## src/erase_pkg.sv

```systemverilog
// Purpose: shared constants and types for the block-erase sequencer
// Assumes: byte-wide command/status bus, small embedded array model
// Notes: the array geometry is kept small so that the whole array fits in flops

package erase_pkg;

  // array geometry
  localparam int BLK_W = 2;
  localparam int WORD_W = 3;
  localparam int ADDR_W = BLK_W + WORD_W;
  localparam int NUM_WORDS = 1 << ADDR_W;
  localparam logic [WORD_W-1:0] WORD_LAST = {WORD_W{1'b1}};

  // command codes
  localparam logic [7:0] CMD_ERASE_SETUP = 8'h20;
  localparam logic [7:0] CMD_CONFIRM = 8'hd0;
  localparam logic [7:0] CMD_CLEAR_STATUS = 8'h50;
  localparam logic [7:0] CMD_READ_STATUS = 8'h70;
  localparam logic [7:0] CMD_READ_ARRAY = 8'hff;
  localparam logic [7:0] CMD_SUSPEND = 8'hb0;

  // data values
  localparam logic [7:0] ERASED_WORD = 8'hff;
  localparam logic [7:0] PRECOND_WORD = 8'h00;

  // status bit positions
  localparam int SR_READY = 7;
  localparam int SR_ERASE_SUSP = 6;
  localparam int SR_ERASE_ERR = 5;
  localparam int SR_PROG_ERR = 4;
  localparam int SR_SUPPLY_LOW = 3;
  localparam int SR_PROG_SUSP = 2;
  localparam int SR_PROTECT = 1;

  // erase pulse: least time, rounded up to whole cycles
  localparam int CLK_PERIOD_NS = 10;
  localparam int ERASE_PULSE_NS = 80;
  localparam int ERASE_PULSE_CYC = (ERASE_PULSE_NS + CLK_PERIOD_NS - 1) / CLK_PERIOD_NS;
  localparam int PULSE_W = 4;
  localparam logic [PULSE_W-1:0] PULSE_LAST = PULSE_W'(ERASE_PULSE_CYC - 1);

  typedef enum logic [2:0] {
    W_READY,
    W_PRECOND,
    W_PULSE,
    W_ERASE,
    W_VERIFY,
    W_SUSP
  } wsm_type;

endpackage : erase_pkg

```

## src/array_if.sv

```systemverilog
// Purpose: word port between the sequencer and its cell array
// Assumes: one access per cycle, read data combinational
// Notes: the sequencer drives the address, passing the host address through while idle

`timescale 1ns/1ps

interface array_if;
  import erase_pkg::*;
  logic wr;
  logic [ADDR_W-1:0] addr;
  logic [7:0] wdata;
  logic [7:0] rdata;
  modport ctrl (output wr, output addr, output wdata, input rdata);
  modport mem (input wr, input addr, input wdata, output rdata);
endinterface : array_if

```

## src/cell_array.sv

```systemverilog
// Purpose: storage cells of all blocks
// Assumes: contents are not touched by reset, like real cells
// Notes: read is asynchronous so the verify pass takes one word per cycle

`timescale 1ns/1ps

module cell_array (
  input wire logic clk_i, // system clock
  array_if.mem port_io    // word access port
);
  import erase_pkg::*;

  logic [7:0] mem_q [NUM_WORDS];

  always_ff @(posedge clk_i) begin
    if (port_io.wr) begin
      mem_q[port_io.addr] <= port_io.wdata;
    end
  end

  assign port_io.rdata = mem_q[port_io.addr];

endmodule : cell_array

```

## src/erase_sequencer.sv

```systemverilog
// Purpose: command decode, erase state machine and status byte of the device
// Assumes: we_i and rd_i are one-cycle strobes synchronous to clk_i
// Notes: read data appears one cycle after rd_i and holds until the next read

`timescale 1ns/1ps

////////////////////////////////////////////////////////////////////////////////
// Functional notes
// - one block erased, only after two writes
// - setup code 20h, confirm code d0h
// - erased words all hold ff
// - machine preconditions, erases, verifies unaided
// - after sequence, reads return status byte
// - status mode kept until next command
// - bit 7 ready high, busy low
// - bit 5 flags failed erase
// - bits 4, 3, 1 give error cause
// - bits 5 and 4 mean bad sequence
// - suspend halts, sets bits 7 and 6
// - bit 6 held until resume command
// - error bits cleared only by 50h
module erase_sequencer (
  input wire logic clk_i, // system clock
  input wire logic rst_b_i, // synchronous reset, active low
  input wire logic we_i, // host write strobe
  input wire logic rd_i, // host read strobe
  input wire logic [erase_pkg::ADDR_W-1:0] addr_i, // host address
  input wire logic [7:0] wdata_i, // host write data
  input wire logic supply_ok_i, // programming supply good
  input wire logic wp_unlock_i, // write-protect at unlock level
  input wire logic [(1 << erase_pkg::BLK_W)-1:0] lock_i, // per-block lock
  output logic [7:0] rdata_o // host read data
);
  import erase_pkg::*;

  typedef struct packed {
    wsm_type write_state_machine;
    wsm_type resume;
    logic status_mode;
    logic setup_pend;
    logic [BLK_W-1:0] blk;
    logic [WORD_W-1:0] word;
    logic [PULSE_W-1:0] pulse;
    logic erase_susp;
    logic erase_err;
    logic prog_err;
    logic supply_low;
    logic protect;
    logic [7:0] rdata;
  } state_type;

  state_type st_q;
  state_type st_d;
  array_if arr ();
  logic arr_wr;
  logic [ADDR_W-1:0] arr_addr;
  logic [7:0] arr_wdata;
  logic busy;
  logic [BLK_W-1:0] tgt_blk;

  ////////////////////////////////////////////////////////////////////////////////

  // program suspend does not exist in this block, so its flag reads zero
  function automatic logic [7:0] status_byte(input state_type s);
    logic [7:0] b;
    b = 8'h00;
    b[SR_READY] = (s.write_state_machine == W_READY) || (s.write_state_machine == W_SUSP);
    b[SR_ERASE_SUSP] = s.erase_susp;
    b[SR_ERASE_ERR] = s.erase_err;
    b[SR_PROG_ERR] = s.prog_err;
    b[SR_SUPPLY_LOW] = s.supply_low;
    b[SR_PROG_SUSP] = 1'b0;
    b[SR_PROTECT] = s.protect;
    return b;
  endfunction : status_byte

  function automatic logic is_busy(input wsm_type w);
    return (w != W_READY) && (w != W_SUSP);
  endfunction : is_busy

  assign busy = is_busy(st_q.write_state_machine);
  assign tgt_blk = addr_i[ADDR_W-1:WORD_W];
  assign arr.wr = arr_wr;
  assign arr.addr = arr_addr;
  assign arr.wdata = arr_wdata;

  cell_array u_cells (
    .clk_i(clk_i),
    .port_io(arr.mem)
  );

  ////////////////////////////////////////////////////////////////////////////////

  always_comb begin
    st_d = st_q;
    arr_wr = 1'b0;
    arr_wdata = PRECOND_WORD;
    // the host owns the array address only while the machine is idle or suspended
    arr_addr = busy ? {st_q.blk, st_q.word} : addr_i;

    unique case (st_q.write_state_machine)
      W_READY, W_SUSP: begin
      end
      W_PRECOND: begin
        arr_wr = 1'b1;
        st_d.word = st_q.word + 1'b1;
        if (st_q.word == WORD_LAST) begin
          st_d.write_state_machine = W_PULSE;
          st_d.pulse = '0;
        end
      end
      W_PULSE: begin
        st_d.pulse = st_q.pulse + 1'b1;
        if (st_q.pulse == PULSE_LAST) begin
          st_d.write_state_machine = W_ERASE;
        end
      end
      W_ERASE: begin
        arr_wr = 1'b1;
        arr_wdata = ERASED_WORD;
        st_d.word = st_q.word + 1'b1;
        if (st_q.word == WORD_LAST) begin
          st_d.write_state_machine = W_VERIFY;
        end
      end
      W_VERIFY: begin
        st_d.word = st_q.word + 1'b1;
        if (arr.rdata != ERASED_WORD) begin
          st_d.erase_err = 1'b1;
          st_d.write_state_machine = W_READY;
        end else if (st_q.word == WORD_LAST) begin
          st_d.write_state_machine = W_READY;
        end
      end
    endcase

    if (busy && !supply_ok_i) begin
      arr_wr = 1'b0;
      st_d.supply_low = 1'b1;
      st_d.erase_err = 1'b1;
      st_d.write_state_machine = W_READY;
    end

    if (we_i) begin
      if (busy) begin
        if (wdata_i == CMD_SUSPEND && st_d.write_state_machine != W_READY) begin
          st_d.resume = st_d.write_state_machine;
          st_d.write_state_machine = W_SUSP;
          st_d.erase_susp = 1'b1;
        end
      end else if (st_q.setup_pend) begin
        st_d.setup_pend = 1'b0;
        st_d.status_mode = 1'b1;
        if (wdata_i == CMD_CONFIRM) begin
          st_d.blk = tgt_blk;
          st_d.word = '0;
          if (!supply_ok_i) begin
            st_d.supply_low = 1'b1;
            st_d.erase_err = 1'b1;
          end else if (lock_i[tgt_blk] && !wp_unlock_i) begin
            st_d.protect = 1'b1;
            st_d.erase_err = 1'b1;
          end else begin
            st_d.write_state_machine = W_PRECOND;
          end
        end else begin
          st_d.erase_err = 1'b1;
          st_d.prog_err = 1'b1;
        end
      end else begin
        case (wdata_i)
          CMD_ERASE_SETUP: begin
            if (st_q.write_state_machine == W_READY) begin
              st_d.setup_pend = 1'b1;
            end
          end
          CMD_CLEAR_STATUS: begin
            st_d.erase_err = 1'b0;
            st_d.prog_err = 1'b0;
            st_d.supply_low = 1'b0;
            st_d.protect = 1'b0;
            st_d.status_mode = 1'b0;
          end
          CMD_READ_STATUS: begin
            st_d.status_mode = 1'b1;
          end
          CMD_READ_ARRAY: begin
            st_d.status_mode = 1'b0;
          end
          CMD_CONFIRM: begin
            if (st_q.write_state_machine == W_SUSP) begin
              st_d.write_state_machine = st_q.resume;
              st_d.erase_susp = 1'b0;
              st_d.status_mode = 1'b1;
            end
          end
          default: begin
          end
        endcase
      end
    end

    // status bits below 7 meaningless while busy
    if (rd_i) begin
      st_d.rdata = (st_q.status_mode || busy) ? status_byte(st_q) : arr.rdata;
    end
  end

  always_ff @(posedge clk_i) begin
    if (!rst_b_i) begin
      st_q <= '0;
    end else begin
      st_q <= st_d;
    end
  end

  assign rdata_o = st_q.rdata;
endmodule : erase_sequencer

```

## config.mk

```make
export PLATFORM = sky130hd
export DESIGN_NAME = erase_sequencer
export DESIGN_NICKNAME = d
export VERILOG_FILES = /design/src/erase_pkg.sv /design/src/array_if.sv /design/src/cell_array.sv /design/src/erase_sequencer.sv
export SDC_FILE = /design/constraint.sdc
export NUM_CORES = 1
export LEC_CHECK = 0
export ABC_AREA = 0
export BUFFER_PORTS_ARGS = -buffer_cell sky130_fd_sc_hd__buf_2
export CAP_MARGIN = 20
export CELL_PAD_IN_SITES_DETAIL_PLACEMENT = 1
export CELL_PAD_IN_SITES_GLOBAL_PLACEMENT = 2
export CORE_AREA = 2 2 107 109
export CTS_CLUSTER_DIAMETER = 100
export CTS_CLUSTER_SIZE = 16
export DETAILED_ROUTE_END_ITERATION = 7
export DIE_AREA = 0 0 109 111
export PLACE_DENSITY = 0.86
export SLEW_MARGIN = 20
export SYNTH_ARGS = -nofsm -noshare
export SYNTH_HDL_FRONTEND = slang
export SYNTH_SLANG_ARGS = --single-unit
```

## constraint.sdc

```tcl
create_clock -name clk_i -period 2.19 [get_ports clk_i]
set_input_delay 0.219 -clock clk_i [delete_from_list [all_inputs] [get_ports clk_i]]
set_output_delay 0.219 -clock clk_i [all_outputs]
set_load 0.01 [all_outputs]
```

Word level (Yosys, flattened, before mapping) --
Memory sizes are Yosys's and may differ from the RTL's. Index checks and enable logic that the tools add are counted.
Storage, ports and cells: register bits 30, memory bits (writable) 256, logic and storage cells 126, output and inout bits 8, bits of input ports 23, memories 1
Cells by class: equal/unequal tests 23, multiplexer cells 58, bitwise logic cells 1, add/subtract/negate cells 2, reductions and logical operators 27, $lt $le $gt $ge 1
Memory list:
- u_cells.mem_q | depth 32, bits a word 8, read ports 1, clocked after Yosys merged registers in 0, wr ports 1, line cell_array.sv:13 | logic [7:0] mem_q [NUM_WORDS];
Operator list (number):
- 3-bit two-way mux | 15
- 8-bit equality test, second input constant | 3
- 1-bit two-way mux | 24
- 4-bit two-way mux | 5
- 8-bit by 7-bit equality test with 1-bit output, second input constant | 2
- 8-bit two-way mux | 2
- 5-bit two-way mux | 3
- 13-bit two-way mux | 1
- 3-bit case mux with 4 select lines | 1
- 4-bit AND reduction | 3
- 3-bit equality test, second input constant | 3
- 8-bit by 6-bit equality test with 1-bit output, second input constant | 1
- 2-bit by 1-bit inequality test with 1-bit output, second input constant | 4
- 8-bit inequality test, second input constant | 1
- 4-bit case mux with 2 select lines | 1
- 2-bit nonzero test | 4
- 7-bit two-way mux | 1
- 3-bit by 2-bit equality test with 1-bit output, second input constant | 2
- 6-bit two-way mux | 1
- 2-bit inequality test, second input constant | 3
- 6-bit AND reduction | 1
- 3-bit nonzero test | 2
- 5-bit AND reduction | 1
- 4-bit by 1-bit adder with 4-bit output, second input constant | 1
- 19 further kinds | 27

Depth between registers and ports, before layout --
Gate-level depths: netlist (run 1). An unclocked memory read counts as a cell.
depth in word-level cells 14, depth in mapped cells 11, mapped depth without buffers 8

Modules after synthesis --
Synthesis (run 1) repeated with hierarchy kept, for this count alone.
Second synthesis, totals: cells, all modules 789, area total of the unflattened synthesis 11890.2 um^2
By module, submodules not included:
- cell_array | cells an instance 568, times used 1, sequential area each 7687.4 um^2, area an instance 10047.1 um^2
- erase_sequencer | cells an instance 221, times used 1, sequential area each 600.6 um^2, area an instance 1843.0 um^2

Least setup slack after synthesis (run 1) --
No wires, ideal clock.
kind register to register, start register st_q[27] (netlist name), end register st_q[29] (netlist name), clock period less this slack 2431 ps, cell stages (with the launch flop) 12, arrival time 2307 ps, library setup time 124 ps, data required time 2066 ps, setup slack -241 ps, path buffers 3, cells stage by stage dfxtp_1 > buf_4 > xor2_1 > buf_4 > buf_4 > a211oi_1 > a311oi_1 > o22ai_1 > a2111oi_4 > o2111ai_4 > a41oi_1 > o22ai_1
On the way: longest elaborated chain between the ends 14, elaborated cells between the ends (all ways) 30, those cells by class eq/ne (7); mux (17); reduce/logical (5); memory (1)
Ends and longest elaborated chain:
- start, declared | line erase_sequencer.sv:52 | state_type st_q;
- start signal, assigned | line erase_sequencer.sv:213 | st_q <= st_d;
- 3-bit inequality test or 3-bit nonzero test (tied branches) | line erase_sequencer.sv:78 | return (w != W_READY) && (w != W_SUSP);
- 1-bit logical AND | line erase_sequencer.sv:78
- 5-bit two-way mux | line erase_sequencer.sv:99 | arr_addr = busy ? {st_q.blk, st_q.word} : addr_i;
- memory 32 x 8 bit
- 8-bit inequality test | line erase_sequencer.sv:128 | if (arr.rdata != ERASED_WORD) begin
- 3-bit two-way mux | line erase_sequencer.sv:128
- 3-bit case mux with 4 select lines | line erase_sequencer.sv:101 | unique case (st_q.write_state_machine)
- 3-bit two-way mux | line erase_sequencer.sv:137 | if (busy && !supply_ok_i) begin
- 3-bit two-way mux | line erase_sequencer.sv:160 | end else if (lock_i[tgt_blk] && !wp_unlock_i) begin
- 3-bit two-way mux | line erase_sequencer.sv:157 | if (!supply_ok_i) begin
- 3-bit two-way mux | line erase_sequencer.sv:154 | if (wdata_i == CMD_CONFIRM) begin
- 3-bit two-way mux | line erase_sequencer.sv:151 | end else if (st_q.setup_pend) begin
- 3-bit two-way mux | line erase_sequencer.sv:145 | if (busy) begin
- 13-bit two-way mux (*) | line erase_sequencer.sv:144 | if (we_i) begin
Every way passes the cells marked *; elsewhere a longest branch is shown, timed or not. A chain may end at the register's enable or synchronous reset.

Final worst setup path (run 1) --
start register st_q[29] (netlist name), end register st_q[29] (netlist name)
Same word-level chain as after synthesis.

==> impl_metrics.yaml, run 1 <==
setup_path:
  reg2reg_depth: 9
  cp-end-kind: "flip-flop"
  cp.arrival_ns: 2.84
  reg2reg_to: "st_q[29]"
  slowest_stage: "dfxtp_4"
  crit_start: "st_q[29]"
  path_class: "reg2reg"
  worstPathRequired_ns: 2.40
  path_cells: "xor2_4 > buf_6 > o211a_4 > a311oi_4 > o32ai_2 > a2111oi_4 > o2111ai_4 > a31oi_1 > o22ai_1"
  cp_top_family: "compound AO/OA/AOI/OAI gates"
  start_kind: "flip-flop"
  slowest_delay_ns: 0.38
  crit_buf_inv: 1
  cp.depth: 9
  ff2ff_setup_slack_ns: -0.44
  critPathMaxFanout: 8
  cp-endpoint: "st_q[29]"
  r2r_start: "st_q[29]"
final_layout:
  layout-drive-gt1-share_pct: 34.01
  finalNetCount: 515
  utilization_pct: 45.80
  post-route-cell-area_um2: 5074
  fillers: 1256
  area_growth_pct: 38.73
  multi_input_area_um2: 2217
  seqCellArea_um2: 1549
  diodes: 0
die:
  ios: 31
  initial_core_util_pct: 33.02
  dieArea_um2: 12100
  die_y_um: 111
  die_width_um: 109
  core_um2: 11080
  num_rows: 39
route:
  route.detailed.drc: 0
  via_per_inst: 5.570
  dr_total_vias: 3548
  avgRoutedWirePerCell_um: 19.39
  detail-route-antenna-nets: 0
  first_iter_violations: 214
  wirelength_um: 12350
  dr.pass1.iters: 4
placement:
  routabilityCongestion: 0.8554
  io_buffers: 30
  place_hpwl_um: 8027
  dpl_cell_area_um2: 4294
  place_ws_ns: -0.4970
sta:
  tightestPinTransition_ns: 0.5130
  worst_slack_ns: -0.4411
  worst_hold_slack_ns: 0.2063
  finalSetupViolations: 14
  max_freq_mhz: 380.1
  rsz0062_at_grt: "yes"
  relSlewSlack_pct: 65.75
  fin_crit_ns: 2.631
  maxSlewViolCount: 0
  finClkSkew_ns: 0.004084
  hold_viol: 0
  finalCritPeriodShare_pct: 120.1
cts:
  clk_pin_slew_ns: 0.05
  cts_sinks: 61
  cts_tree: "built"
  cts_buffer_depth: 2
  cts_buffers: 9
  clk_latency_ns: 0.34
  clock-root-buffer: "clkbuf_16"
  h-tree-depth: 3
  cts_hold_buf: 0
synth:
  synth_cell_types: 67
  synth_async_sr_flop_share_pct: 0
  dominantRegCellSynth: "edfxtp_1"
  synth_cells: 408
  syn_nets: 434
  yosys_warnings: 0
  ys_seq_elements: 61
  netlist_area_um2: 3657
  yosysSeqAreaShare_pct: 42.15
  synth_edf_count: 32
  syn_avg_cell_area_um2: 8.964
global_routing:
  grt_max_degree: 33
  overflow: 0
  grt_pass1_wl_um: 19250
  grt_usage_pct: 20.67
  first_global_vias: 3690
  antenna_found_initial: 0
worst_hold_path:
  holdPathStages: 4
  hp-class: "in2reg"
power_and_ir_drop:
  vdd_ir_drop_max_mv: 0.3489
  power_mw: 3.045
  p_leak_nw: 1.858
  pwr_density_cell_nw_per_um2: 600.3
job:
  drv_cap: 0
status:
  failed_checks: "setup timing"
  outcome: "finished with violations"
-- power breakdown --
| part | internal, mW | switching [mW] |
|---|---|---|
| registers | 1.20 | 0.00339 |
| clock network | 1.14 | 0.503 |
| logic | 0.0869 | 0.115 |
| total | 2.42 | 0.622 |
-- synthesized netlist by cell type (all sizes together), types with 11 or more instances --
cell type  instances  area share (%)
nor2              58             6.0
nand2             45             4.7
edfxtp            32              26
a21oi             30             4.2
dfxtp             29              16
buf               20             3.6
nand2b            19             3.2
o21ai             16             2.3
nor3              14             2.1
clkbuf            13             1.3
mux2i             13             3.6
a211oi            11             2.3
-- cell usage in the layout (no fill, tap or decap), types with 4 or more instances in the layout --
master / count
a211oi_1: 10
a21oi_1: 26
a21oi_2: 4
a22oi_1: 8
a311oi_2: 4
a31oi_1: 6
buf_2: 30
buf_4: 62
buf_6: 7
clkbuf_16: 9
dfxtp_1: 27
edfxtp_1: 32
inv_1: 5
mux2i_1: 13
nand2_1: 44
nand2b_1: 19
nand3_1: 6
nand4_1: 6
nor2_1: 53
nor2_2: 5
nor2b_1: 4
nor3_1: 12
o21ai_0: 12
-- tightest hold or removal path: cells and delay by family --
family	cells	cell delay, ns
and+or+nand+nor	2	0.14
buffers and inverters	1	0.07
AOI/OAI and AO/OA	1	0.06
-- metrics by stage --
step,TNS [ns],instances
final,-5.739,637
after global routing,-6.891,637
after CTS,-4.063,633
after detailed placement,-11.85,606
after global placement,-9.162,606
after floorplan,-2.007,408
-- cell families after synthesis --
group / synth area share, %
DFF: 42.15
muxes: 4.174
xor gates and xnor gates: 1.711
buffers and inverters: 5.713
AOI/OAI and AO/OA: 22.38
and+or+nand+nor: 22.85
adders and majority gates: 1.026
-- registers in the layout, summed over array words and instances (netlist names) --
signal         cells
rdata_o            7
u_cells.mem_q     32
st_q              22
-- worst min-delay path by stage --
stage                            from  endpoint  slack (ns)
after CTS                 wp_unlock_i   st_q[8]        0.20
after floorplan                  we_i  st_q[28]        0.38
after global placement       st_q[16]  st_q[16]        0.45
after global routing      wp_unlock_i   st_q[8]        0.22
after detailed placement     st_q[16]  st_q[16]        0.46
final                     wp_unlock_i   st_q[8]        0.21
-- metal layers --
layer | vias to the layer above | GRT usage, % | part of all wire (%)
met4 | 0 | 6.581 | 2.4
li1 | 1675 | - | -
met1 | 1747 | 26.53 | 44
met3 | 25 | 4.586 | 4.2
met2 | 101 | 34.20 | 50
met5 | - | 0 | 0
-- repair_timing --
action	CTS	global route
gates resized for setup	35	18
gates cloned	1	0
setup endpoints to repair	46	48
pin swaps	17	9
buffers inserted	11	4
-- area by class of cell --
class,count,area share [%]
clock buffer,12,4.858
clock inverter,4,1.874
inverter,8,0.6412
multi-input combinational,307,43.70
sequential,61,30.53
tap,143,3.527
timing repair buffer,102,14.87
Power figures use the tool's default switching activity.
==> run 2, diff against run 1 <==
--- a/config.mk
+++ b/config.mk
@@ -10,12 +10,13 @@
 export CAP_MARGIN = 20
 export CELL_PAD_IN_SITES_DETAIL_PLACEMENT = 1
 export CELL_PAD_IN_SITES_GLOBAL_PLACEMENT = 2
-export CORE_AREA = 2 2 107 109
+export CORE_AREA = 2 2 99 101
 export CTS_CLUSTER_DIAMETER = 100
 export CTS_CLUSTER_SIZE = 16
 export DETAILED_ROUTE_END_ITERATION = 7
-export DIE_AREA = 0 0 109 111
-export PLACE_DENSITY = 0.86
+export DIE_AREA = 0 0 101 103
+export PLACE_DENSITY = 0.93
+export RECOVER_POWER = 50
 export SLEW_MARGIN = 20
 export SYNTH_ARGS = -nofsm -noshare
 export SYNTH_HDL_FRONTEND = slang
==> constraint.sdc (replaced) <==
create_clock -name clk_i -period 3.2 [get_ports clk_i]
set_input_delay 0.32 -clock clk_i [delete_from_list [all_inputs] [get_ports clk_i]]
set_output_delay 0.32 -clock clk_i [all_outputs]
set_load 0.01 [all_outputs]
==> impl_metrics.yaml, run 2 (synthesis results as in run 1) <==
status:
  outcome: "complete, no violations"
cts:
  cts_buffer_depth: 2
  post_cts_buffers: 0
  ctsResizeCount: 0
  cts_tree: "built"
  cts_hold_buf: 0
  cts_buffers: 9
  clk_latency_ns: 0.36
  clk_pin_slew_ns: 0.07
  clock-root-buffer: "clkbuf_8"
  h-tree-depth: 3
  cts_sinks: 61
power_and_ir_drop:
  pwr_density_cell_nw_per_um2: 436.2
  p_sw_share_pct: 22.79
  p_leak_nw: 1.389
  power_mw: 1.786
  vdd_ir_drop_max_mv: 0.1922
  clkPwrFrac_pct: 48.0
  seqPwrFrac_pct: 46.0
  power.switching_uw: 407.1
  combPwrFrac_pct: 6.0
  internal_power_mw: 1.379
final_layout:
  diodes: 0
  area_growth_pct: 11.97
  final_common_cell: "nor2_1"
  finalNetCount: 455
  largest_reg_flops: 32
  layout_common_cells: "nor2_1 (58), nand2_1 (44), edfxtp_1 (32)"
  post-route-cell-area_um2: 4095
  top_register: "u_cells.mem_q"
  layout-drive-gt1-share_pct: 14.29
die:
  dieArea_um2: 10400
  initial_core_util_pct: 38.66
  die_y_um: 103
  ios: 31
  core_um2: 9459
  die_width_um: 101
  num_rows: 36
sta:
  relSlewSlack_pct: 6.285
  tightestPinTransition_ns: 1.405
  finalCritPeriodShare_pct: 93.52
  maxSlewViolCount: 0
  finalSetupViolations: 0
  finClkSkew_ns: 0.007501
  max_freq_mhz: 334.2
  rsz0062_at_grt: "no"
  fin_crit_ns: 2.993
  totalNegativeSetupSlack_ns: 0
  hold_viol: 0
placement:
  routabilityCongestion: 0.8684
  dpl_cell_area_um2: 3869
  place_hpwl_um: 7416
  io_buffers: 30
setup_path:
  critPathMaxFanout: 19
  cp.arrival_ns: 3.22
  start_kind: "flip-flop"
  worstPathRequired_ns: 3.43
  path_class: "reg2reg"
  cp-end-kind: "flip-flop"
route:
  wirelength_um: 10480
  via_per_inst: 5.987
  dr.pass1.iters: 4
  route.detailed.drc: 0
  dr_total_vias: 3281
  avgRoutedWirePerCell_um: 19.12
  first_iter_violations: 208
  detail-route-antenna-nets: 0
global_routing:
  grt_pass1_wl_um: 16760
  grt_usage_pct: 20.92
  antenna_found_initial: 0
  overflow: 0
  first_global_vias: 3318
  grt_max_degree: 33
job:
  drv_cap: 0
worst_hold_path:
  hp-class: "in2reg"
==> run 2: path summary, 6_finish.rpt <==
| kind | from | end | slack, ns | depth (start not counted) |
|---|---|---|---|---|
| worst min-delay path | addr_i[4] | st_q[21] | 0.29 | 3 |
| worst min register to register | st_q[16] | st_q[16] | 0.47 | 1 |
| worst max register to register | st_q[27] | st_q[29] | 0.21 | 9 |
| worst max-delay path | st_q[27] | st_q[29] | 0.21 | 9 |
==> run 2: power by group through the flow <==
stage / logic [mW] / registers [mW] / clock network, mW
CTS: 0.108 / 0.821 / 0.869
global route: 0.116 / 0.821 / 0.909
detailed placement: 0.107 / 0.839 / 0
finish: 0.107 / 0.821 / 0.858
global placement: 0.104 / 0.839 / 0
floorplan: 0.0669 / 0.838 / 0
==> run 2: critical path, cell delays in order, from the launching register on <==
cell       delay, ns
dfxtp_1         0.56
xor2_1          0.14
buf_4           0.23
o21ai_1         0.24
a21boi_4        0.36
o32ai_1         0.19
a2111oi_4       0.40
o2111ai_4       0.30
a41oi_1         0.32
o22ai_1         0.12
==> run 2: cell type report <==
class / count / area (um2)
inverters: 8 / 30.03
multi-input cells: 306 / 1907
flip-flops and latches: 61 / 1541
fillers: 1108 / 5364
repair buffers: 43 / 226.5
clock buffers: 9 / 123.9
well taps: 114 / 142.6
clock inverters: 7 / 123.9
==> run 2: stage by stage <==
stage / util, % / worst slack, ns / hold slack, ns / cells
2_1_floorplan: - / 0.7691 / 0.4231 / 408
3_3_place_gp: 40.90 / 0.3625 / 0.4453 / 532
3_5_place_dp: 40.90 / 0.2564 / 0.4520 / 532
4_1_cts: 43.52 / 0.2414 / 0.2874 / 548
5_1_grt: 43.29 / 0.08802 / 0.3077 / 548
6_report: 43.29 / 0.2074 / 0.2949 / 548
==> run 2: layer usage <==
| metal | wire [um] | global-route usage, % | share of wire (%) |
|---|---|---|---|
| met1 | 4667 | 27.11 | 45 |
| met2 | 4993 | 34.46 | 48 |
| met3 | 543 | 4.203 | 5.2 |
| met4 | 274 | 8.316 | 2.6 |
| met5 | 0 | 0 | 0 |
